[src/rtl/mbc_pkg.sv]
// Constants shared by the modem block checksum design
package mbc_pkg;
  // ********************************************************************
  // Register addresses {a2,a1,a0}
  // ********************************************************************
  localparam logic [2:0] ADDR_SYND_LOW = 3'h4;
  localparam logic [2:0] ADDR_SYND_HIGH = 3'h5;
  localparam logic [2:0] ADDR_CONTROL = 3'h0;
  localparam logic [2:0] ADDR_TX_DATA = 3'h2;
  localparam logic [2:0] ADDR_RX_DATA = 3'h6;
  localparam logic [2:0] ADDR_STATUS = 3'h7;
  // ********************************************************************
  // Control bits, status bits and field positions
  // ********************************************************************
  localparam int CTL_TX_EN = 0;
  localparam int CTL_TX_CHECK = 1;
  localparam int CTL_RX_EN = 2;
  localparam int ST_RX_READY = 0;
  localparam int ST_RX_PASS = 1;
  localparam int ST_TX_READY = 3;
  localparam int ST_TX_IDLE = 4;
  localparam int SYND_PARITY_BIT = 7;
  // ********************************************************************
  // Checksum arithmetic
  // ********************************************************************
  localparam int CRC_W = 15;
  localparam logic [14:0] CRC_POLY = 15'h6815;
  localparam logic [14:0] CRC_RESET = 15'h0000;
  localparam int BLOCK_BYTES = 6;
  localparam int MSG_BITS = 48;
  localparam int BLOCK_BITS = 64;
  localparam int BYTE_BITS = 8;
  // ********************************************************************
  // Timing: one modem bit is 1/1200 s at 40 MHz
  // ********************************************************************
  localparam int CLK_HZ = 40000000;
  localparam int BAUD = 1200;
  localparam int BIT_CYCLES = CLK_HZ / BAUD;
  localparam int BYTE_PERIODS_SYND = 8;
  localparam logic [7:0] RESET_BYTE = 8'h00;
  typedef enum logic [1:0] {
    MBC_TX_IDLE = 2'b00,
    MBC_TX_DATA = 2'b01,
    MBC_TX_CHECK = 2'b10
  } mbc_tx_state_e;
endpackage

[src/rtl/mbc_bitclk.sv]
// Modem bit-period tick generator
`timescale 1ns/1ps
module mbc_bitclk #(
  parameter int CYCLES = 33333
) (
  // Clock and reset
  input wire logic sys_clk,
  input wire logic rst,
  // Run control and tick
  input wire logic run,
  output logic tick
);
  import mbc_pkg::*;
  logic [15:0] cnt;
  logic at_end;
  assign at_end = (cnt == 16'(CYCLES - 1));
  // Free count while running; restart aligns bits to the enable
  always_ff @(posedge sys_clk or posedge rst) begin
    if (rst) begin
      cnt <= 16'h0000;
      tick <= 1'b0;
    end else begin
      tick <= run && at_end;
      if (!run || at_end) begin
        cnt <= 16'h0000;
      end else begin
        cnt <= cnt + 16'h0001;
      end
    end
  end
endmodule

[src/rtl/mbc_lfsr.sv]
// Bit-serial divider by the block check polynomial
`timescale 1ns/1ps
module mbc_lfsr #(
  parameter int WIDTH = 15
) (
  // Clock and reset
  input wire logic sys_clk,
  input wire logic rst,
  // Control
  input wire logic clear,
  input wire logic shift,
  input wire logic din,
  // Remainder
  output logic [WIDTH-1:0] rem
);
  import mbc_pkg::*;
  logic fb;
  logic [WIDTH-1:0] next_rem;
  // Feedback of the top bit folds the polynomial back in
  assign fb = rem[WIDTH-1] ^ din;
  assign next_rem = {rem[WIDTH-2:0], 1'b0} ^ (fb ? CRC_POLY : CRC_RESET);
  // Divider register, cleared per block
  always_ff @(posedge sys_clk or posedge rst) begin
    if (rst) begin
      rem <= CRC_RESET;
    end else if (clear) begin
      rem <= CRC_RESET;
    end else if (shift) begin
      rem <= next_rem;
    end
  end
endmodule

[src/rtl/mbc_top.sv]
// Block checksum generation and syndrome checking for the FFSK modem
`timescale 1ns/1ps
// Operation
// Syndrome bits 1..15 are receive divider remainder
// Syndrome valid at second check byte ready
// Low byte S1..S8; high byte S9..S15, parity
// Parity error flag on parity mismatch
// Transmit divides 48 message bits by polynomial
// Invert last remainder bit, append even parity
// Send remainder then parity as check word
// Receive divides 63 bits, bit 63 inverted
// Receive even parity of 63 bits vs bit 64
// Pass flag needs zero remainder and parity match
// Low power only with both directions disabled
// Insert two check bytes after six message bytes
// Bytes go most significant bit first
// Frame word detection blocked during block check
// Divider cleared per block, remainder sent MSB first
module mbc_top #(
  parameter int BIT_CYC = mbc_pkg::BIT_CYCLES
) (
  // Clock and reset
  input wire logic sys_clk,
  input wire logic rst,
  // Parallel port
  input wire logic [2:0] addr,
  input wire logic strobe,
  input wire logic wr_n,
  input wire logic [7:0] data_in,
  output logic [7:0] data_out,
  output logic data_oe_n,
  // Serial link
  input wire logic rx_bit_in,
  input wire logic rx_frame_found,
  output logic tx_bit_out,
  output logic tx_bit_en,
  // Status
  output logic frame_detect_en,
  output logic low_power
);
  import mbc_pkg::*;

  // ********************************************************************
  // Host port decode
  // ********************************************************************
  logic [7:0] ctrl;
  logic [7:0] tx_buf;
  logic tx_buf_full;
  logic [7:0] rx_buf;
  logic [7:0] synd_low;
  logic [7:0] synd_high;
  logic rx_ready;
  logic rx_pass;
  logic st_read_seen;
  logic strobe_d;
  logic wr_ev;
  logic rd_ev;
  logic wr_ctrl;
  logic wr_tx;
  logic rd_rx;
  logic rd_status;
  logic [7:0] status_word;
  logic [7:0] next_data;
  logic tx_en;
  logic rx_en;
  logic tx_check_en;

  // Strobe edge marks one access per strobe pulse
  assign wr_ev = strobe && !strobe_d && !wr_n;
  assign rd_ev = strobe && !strobe_d && wr_n;
  assign wr_ctrl = wr_ev && (addr == ADDR_CONTROL);
  assign wr_tx = wr_ev && (addr == ADDR_TX_DATA);
  assign rd_rx = rd_ev && (addr == ADDR_RX_DATA);
  assign rd_status = rd_ev && (addr == ADDR_STATUS);
  assign tx_en = ctrl[CTL_TX_EN];
  assign rx_en = ctrl[CTL_RX_EN];
  assign tx_check_en = ctrl[CTL_TX_CHECK];
  assign status_word = {3'h0, 1'b0, !tx_buf_full, 1'b0, rx_pass, rx_ready};
  // Read mux; syndrome bytes are read only, writes there are ignored
  assign next_data = (addr == ADDR_SYND_LOW) ? synd_low :
                     (addr == ADDR_SYND_HIGH) ? synd_high :
                     (addr == ADDR_RX_DATA) ? rx_buf :
                     (addr == ADDR_STATUS) ? status_word : RESET_BYTE;
  assign data_oe_n = !(strobe && wr_n);
  assign low_power = !tx_en && !rx_en;

  // Port registers
  always_ff @(posedge sys_clk or posedge rst) begin
    if (rst) begin
      strobe_d <= 1'b0;
      ctrl <= RESET_BYTE;
      data_out <= RESET_BYTE;
    end else begin
      strobe_d <= strobe;
      data_out <= next_data;
      if (wr_ctrl) begin
        ctrl <= data_in;
      end
    end
  end

  // ********************************************************************
  // Transmit path
  // ********************************************************************
  logic tx_tick;
  logic rx_tick;
  mbc_tx_state_e tx_state;
  logic [7:0] tx_sh;
  logic [2:0] tx_bitn;
  logic [2:0] tx_bytes;
  logic [15:0] tx_word;
  logic [3:0] tx_wbit;
  logic tx_par;
  logic [14:0] tx_rem;
  logic tx_shift;
  logic tx_clear;
  logic tx_last_bit;
  logic [14:0] tx_mod;
  logic [14:0] tx_rem_fin;

  mbc_bitclk #(.CYCLES(BIT_CYC)) u_txclk (
    .sys_clk(sys_clk),
    .rst(rst),
    .run(tx_en),
    .tick(tx_tick)
  );

  assign tx_last_bit = (tx_bitn == 3'h7);
  // Divider sees message bits only, in send order
  assign tx_shift = tx_tick && (tx_state == MBC_TX_DATA) && tx_check_en;
  assign tx_clear = !tx_en || (tx_state != MBC_TX_DATA);
  // Last message bit is still entering the divider on the tick that builds the word
  assign tx_rem_fin = {tx_rem[13:0], 1'b0} ^ ((tx_rem[14] ^ tx_sh[7]) ? CRC_POLY : CRC_RESET);
  assign tx_mod = {tx_rem_fin[14:1], !tx_rem_fin[0]};

  mbc_lfsr #(.WIDTH(CRC_W)) u_txcrc (
    .sys_clk(sys_clk),
    .rst(rst),
    .clear(tx_clear),
    .shift(tx_shift),
    .din(tx_sh[7]),
    .rem(tx_rem)
  );

  // Serial byte engine; idle line when no data is waiting
  always_ff @(posedge sys_clk or posedge rst) begin
    if (rst) begin
      tx_state <= MBC_TX_IDLE;
      tx_sh <= RESET_BYTE;
      tx_bitn <= 3'h0;
      tx_bytes <= 3'h0;
      tx_word <= 16'h0000;
      tx_wbit <= 4'h0;
      tx_par <= 1'b0;
      tx_buf <= RESET_BYTE;
      tx_buf_full <= 1'b0;
      tx_bit_out <= 1'b0;
    end else if (!tx_en) begin
      tx_state <= MBC_TX_IDLE;
      tx_bytes <= 3'h0;
      tx_par <= 1'b0;
      tx_buf_full <= 1'b0;
      tx_bit_out <= 1'b0;
    end else begin
      if (wr_tx) begin
        tx_buf <= data_in;
        tx_buf_full <= 1'b1;
      end
      if (tx_tick) begin
        unique case (tx_state)
          MBC_TX_IDLE: begin
            if (tx_buf_full && !wr_tx) begin
              tx_sh <= tx_buf;
              tx_buf_full <= 1'b0;
              tx_bitn <= 3'h0;
              tx_state <= MBC_TX_DATA;
            end
          end
          MBC_TX_DATA: begin
            tx_bit_out <= tx_sh[7];
            tx_par <= tx_par ^ tx_sh[7];
            tx_sh <= {tx_sh[6:0], 1'b0};
            tx_bitn <= tx_bitn + 3'h1;
            if (tx_last_bit) begin
              if (tx_check_en && tx_bytes == 3'(BLOCK_BYTES - 1)) begin
                // Check word: modified remainder then even parity
                tx_word <= {tx_mod, ^{tx_par, tx_sh[7], tx_mod}};
                tx_wbit <= 4'h0;
                tx_bytes <= 3'h0;
                tx_state <= MBC_TX_CHECK;
              end else if (tx_buf_full && !wr_tx) begin
                tx_bytes <= tx_bytes + 3'h1;
                tx_sh <= tx_buf;
                tx_buf_full <= 1'b0;
              end else begin
                // Underrun aborts the partly built block
                tx_bytes <= 3'h0;
                tx_par <= 1'b0;
                tx_state <= MBC_TX_IDLE;
              end
            end
          end
          MBC_TX_CHECK: begin
            tx_bit_out <= tx_word[15];
            tx_word <= {tx_word[14:0], 1'b0};
            tx_wbit <= tx_wbit + 4'h1;
            tx_par <= 1'b0;
            if (tx_wbit == 4'hf) begin
              tx_state <= MBC_TX_IDLE;
            end
          end
          default: tx_state <= MBC_TX_IDLE;
        endcase
      end
    end
  end
  assign tx_bit_en = tx_en && (tx_state != MBC_TX_IDLE);

  // ********************************************************************
  // Receive checker
  // ********************************************************************
  logic rx_s1;
  logic rx_s2;
  logic rx_s3;
  logic rx_bit;
  logic rx_active;
  logic [5:0] rx_cnt;
  logic [7:0] rx_sh;
  logic rx_par;
  logic [14:0] rx_rem;
  logic rx_din;
  logic rx_shift;
  logic rx_clear;
  logic rx_byte_end;
  logic rx_block_end;
  logic [14:0] rx_syn;

  // Three-stage sync; a change counts when stages two and three agree
  always_ff @(posedge sys_clk or posedge rst) begin
    if (rst) begin
      rx_s1 <= 1'b0;
      rx_s2 <= 1'b0;
      rx_s3 <= 1'b0;
      rx_bit <= 1'b0;
    end else begin
      rx_s1 <= rx_bit_in;
      rx_s2 <= rx_s1;
      rx_s3 <= rx_s2;
      if (rx_s2 == rx_s3) begin
        rx_bit <= rx_s3;
      end
    end
  end

  mbc_bitclk #(.CYCLES(BIT_CYC)) u_rxclk (
    .sys_clk(sys_clk),
    .rst(rst),
    .run(rx_active),
    .tick(rx_tick)
  );

  // Bit 63 enters inverted, bit 64 stays out of the divider
  assign rx_din = (rx_cnt == 6'(BLOCK_BITS - 2)) ? !rx_bit : rx_bit;
  assign rx_shift = rx_tick && (rx_cnt < 6'(BLOCK_BITS - 1));
  assign rx_clear = !rx_active;
  assign rx_byte_end = rx_tick && (rx_cnt[2:0] == 3'h7);
  assign rx_block_end = rx_tick && (rx_cnt == 6'(BLOCK_BITS - 1));
  // Syndrome bit one is the divider's low bit
  assign rx_syn = rx_rem;
  assign frame_detect_en = rx_en && !rx_active;

  mbc_lfsr #(.WIDTH(CRC_W)) u_rxcrc (
    .sys_clk(sys_clk),
    .rst(rst),
    .clear(rx_clear),
    .shift(rx_shift),
    .din(rx_din),
    .rem(rx_rem)
  );

  // Block sequencer started by a frame word from the detector
  always_ff @(posedge sys_clk or posedge rst) begin
    if (rst) begin
      rx_active <= 1'b0;
      rx_cnt <= 6'h00;
      rx_sh <= RESET_BYTE;
      rx_par <= 1'b0;
      rx_buf <= RESET_BYTE;
      rx_ready <= 1'b0;
      rx_pass <= 1'b0;
      st_read_seen <= 1'b0;
      synd_low <= RESET_BYTE;
      synd_high <= RESET_BYTE;
    end else if (!rx_en) begin
      rx_active <= 1'b0;
      rx_cnt <= 6'h00;
      rx_par <= 1'b0;
      rx_ready <= 1'b0;
      rx_pass <= 1'b0;
      st_read_seen <= 1'b0;
    end else begin
      if (rd_status) begin
        st_read_seen <= 1'b1;
      end
      // Status read then data read clears; a new byte wins over the clear
      if (rd_rx && st_read_seen) begin
        rx_ready <= 1'b0;
        rx_pass <= 1'b0;
        st_read_seen <= 1'b0;
      end
      if (rx_frame_found && !rx_active) begin
        rx_active <= 1'b1;
        rx_cnt <= 6'h00;
        rx_par <= 1'b0;
      end
      if (rx_tick) begin
        rx_sh <= {rx_sh[6:0], rx_bit};
        rx_cnt <= rx_cnt + 6'h01;
        if (rx_cnt < 6'(BLOCK_BITS - 1)) begin
          rx_par <= rx_par ^ rx_bit;
        end
      end
      if (rx_byte_end) begin
        rx_buf <= {rx_sh[6:0], rx_bit};
        rx_ready <= 1'b1;
      end
      if (rx_block_end) begin
        // Held until the next block ends, at least eight byte periods later
        synd_low <= rx_syn[7:0];
        synd_high <= {rx_par ^ rx_bit, rx_syn[14:8]};
        rx_pass <= (rx_syn == CRC_RESET) && (rx_par == rx_bit);
        rx_active <= 1'b0;
        rx_cnt <= 6'h00;
        rx_par <= 1'b0;
      end
    end
  end
endmodule
[config.mk]
export PLATFORM = sky130hd
export DESIGN_NAME = mbc_top
export DESIGN_NICKNAME = d
export VERILOG_FILES = /design/src/rtl/mbc_pkg.sv /design/src/rtl/mbc_bitclk.sv /design/src/rtl/mbc_lfsr.sv /design/src/rtl/mbc_top.sv
export SDC_FILE = /design/constraint.sdc
export NUM_CORES = 1
export LEC_CHECK = 0
export BUFFER_PORTS_ARGS = -buffer_cell sky130_fd_sc_hd__clkbuf_2
export CORE_MARGIN = 2
export CORE_UTILIZATION = 25
export CTS_CLUSTER_DIAMETER = 80
export DETAILED_ROUTE_END_ITERATION = 8
export SLEW_MARGIN = 20
export SYNTH_ARGS = -nofsm -noshare
export SYNTH_HDL_FRONTEND = slang
export SYNTH_SLANG_ARGS = --single-unit
[constraint.sdc]
create_clock -name sys_clk -period 7.1 [get_ports sys_clk]
set_input_delay 1.42 -clock sys_clk [delete_from_list [all_inputs] [get_ports sys_clk]]
set_output_delay 1.42 -clock sys_clk [all_outputs]
set_load 0.02 [all_outputs]
==> out/metrics.cfg <==
[floorplan]
core_area_um2 = 30500
fp.dieArea_um2 = 32300
num_rows = 64
dieHeight_um = 180
io-pin-count = 30
start_util = 0.253
dieWidth_um = 180

[critical_path]
cp-start-kind = flip-flop
r2r_end = rx_cnt[3]$_DFFE_PP0P_
critPathMaxStageDelay_ns = 0.66
cp_slowest_cell = dfrtp_1
crit_chain = clkinv_1, nor2_1, clkbuf_2
cp.required_ns = 5.68
crit_arrival_ns = 1.94
cp_max_fo = 13
cp-end-kind = primary output
path_buf_inv = 2
ff2ff_path_depth = 5
rrSetupSlack_ns = 4.95
crit_family = flip-flops
critical_path_class = flip-flop to primary output
reg2reg_from = rx_active$_DFFE_PP0P_

[clock_tree]
clk_pin_slew_ns = 0.07
clock_latency_ns = 0.42
cts_sinks = 169
cts_buffers = 17
root_buffer = clkbuf_16
ctsResizeCount = 0
cts_setup_buffers = 0
htree_levels = 4
cts_tree = done
cts_buffer_depth = 2
hold_buffers = 0

[timing]
maxSlewViolCount = 0
holdWs_ns = 0.360
setup_violations = 0
finClkSkew_ns = 0.0114
fmax_mhz = 297
rsz0062_at_grt = no
timing.final.ws_setup_ns = 3.74
fin_setup_tns_ns = 0
timing_hold_violations_final = 0
worst_pin_slew_ns = 0.888
min_period_ns = 3.36
timing.final.crit_share = 0.474
slew_headroom = 0.408

[logic_synthesis]
synth_top_area_frac = 0.548
ys_ff_latch = 169
synth_area_leaders = dfrtp_1 55%, mux2_2 5.8%, nand2_1 4.4%, o21ai_0 3.5%, xor2_1 3.4%
synthArstFlopShare = 1.00
seq_area_frac_synth = 0.548
syn_nets = 733
synth_top_flop_cell = dfrtp_1
synth_area_leader_cell = dfrtp_1
synthTopCellsByCount = 169 x dfrtp_1, 91 x nand2_1, 57 x nor2_1, 54 x o21ai_0, 40 x mux2_2
synth_area_um2 = 7720
ys_types = 54
avgSynthCellArea_um2 = 11.0
yosys_warnings = 0
synthCells = 704
synth_edf_count = 0
yosysMostFrequentCell = dfrtp_1

[global_routing]
grt_usage = 0.0997
grt_pass1_vias = 5101
grt_max_degree = 99
grt.overflow.total = 0
grt_pass1_wl_um = 26300
antenna_found_initial = 0

[hold_path]
min_path_cells = 0
min_from = rx_s1$_DFF_PP0_
holdPathEnd = rx_s2$_DFF_PP0_
hold_class = flip-flop to flip-flop

[power]
leakage_nw = 4.00
ir_drop_v = 0.000154
power.total_mw = 2.10
power_density_nw_per_um2 = 235

[layout]
antenna_cells = 0
drive_gt1_frac = 0.177
fin_nets = 760
final_cells = 1140
areaGrowthSynthToFinish_pct = 15.7

[outcome]
status = complete, no violations

[placement]
post-place-cells = 1108
io_buffers = 29
post-place-ws_ns = 3.90
place.gp.congestion = 0.767
place_hpwl_um = 10400

[drt]
finalWirelength_um = 15200
post_drt_wl_per_cell_um = 13.3
vias = 5115
drt_pass1_iterations = 4
drc = 0
ant_nets = 0
vias_per_cell = 4.49
detailedRoute.firstIterationViolations = 282

[flow_run]
maxCapViolations = 0

per-stage QoR:
step,util,cell area (um^2)
after global placement,0.271,8280
after floorplan,-,7720
after detailed placement,0.271,8280
after CTS,0.293,8930
final,0.293,8930
after global routing,0.293,8930
kinds of logic (layout without fill, tap and decap cells):
kind of cell,Yosys count,count (layout),share of synthesized area
DFF,169,169,0.548
adders and majority gates,13,13,0.0207
buffers and inverters,41,81,0.0230
muxes,70,70,0.104
xor gates and xnor gates,58,58,0.0677
and+or+nand+nor,238,238,0.147
AOI/OAI and AO/OA,115,115,0.0898
where the power goes:
part,internal [mW],switching [mW]
clock network,0.610,0.398
logic,0.0269,0.0634
registers,0.976,0.0214
metal layers:
metal | track usage | wire length, um | share of wire | up-vias
met5 | 0 | 0 | 0 | -
met2 | 0.157 | 7230 | 0.48 | 57
met4 | 0.0302 | 155 | 0.010 | 0
li1 | - | - | - | 2488
met3 | 0.0227 | 513 | 0.034 | 9
met1 | 0.137 | 7320 | 0.48 | 2561
state kept, by name, indices dropped and copies added (netlist names), 2 cells and up:
register	flops
u_txclk.cnt	16
u_rxcrc.rem	15
tx_bitn	3
rx_sh	7
synd_high	8
tx_wbit	4
u_txcrc.rem	15
tx_state	2
tx_sh	8
rx_buf	8
u_rxclk.cnt	16
rx_cnt	6
ctrl	3
synd_low	8
data_out	8
tx_bytes	3
tx_buf	8
tx_word	16
placed cells by master, fill, tap and decap left out, types with 13 or more instances in the layout:
| master | count |
|---|---|
| dfrtp_1 | 169 |
| nand2_1 | 91 |
| nor2_1 | 57 |
| o21ai_0 | 54 |
| mux2_2 | 40 |
| a21oi_1 | 31 |
| xor2_1 | 30 |
| clkbuf_2 | 29 |
| xnor2_1 | 26 |
| nand3_1 | 24 |
| mux2i_1 | 24 |
| clkbuf_16 | 17 |
| inv_1 | 14 |
| a22o_1 | 13 |
worst max path at each step:
stage | cells after the start | startpoint | to
3_3_place_gp | 3 | rst | rx_cnt[3]$_DFFE_PP0P_
5_1_grt | 3 | ctrl[0]$_DFFE_PP0P_ | tx_bit_en
2_1_floorplan | 1 | rst | ctrl[0]$_DFFE_PP0P_
4_1_cts | 3 | ctrl[0]$_DFFE_PP0P_ | tx_bit_en
6_report | 3 | ctrl[0]$_DFFE_PP0P_ | tx_bit_en
3_5_place_dp | 3 | rst | u_rxclk.cnt[0]$_DFF_PP0_
cell type report:
cell class	count	area, um^2
fillers	3127	21600
flip-flops and latches	169	4230
multi-input cells	494	3320
well taps	396	495
clock buffers	19	443
clock inverters	13	203
repair buffers	33	175
inverters	16	65.1
No activity file was read; power rests on OpenSTA's default activity.
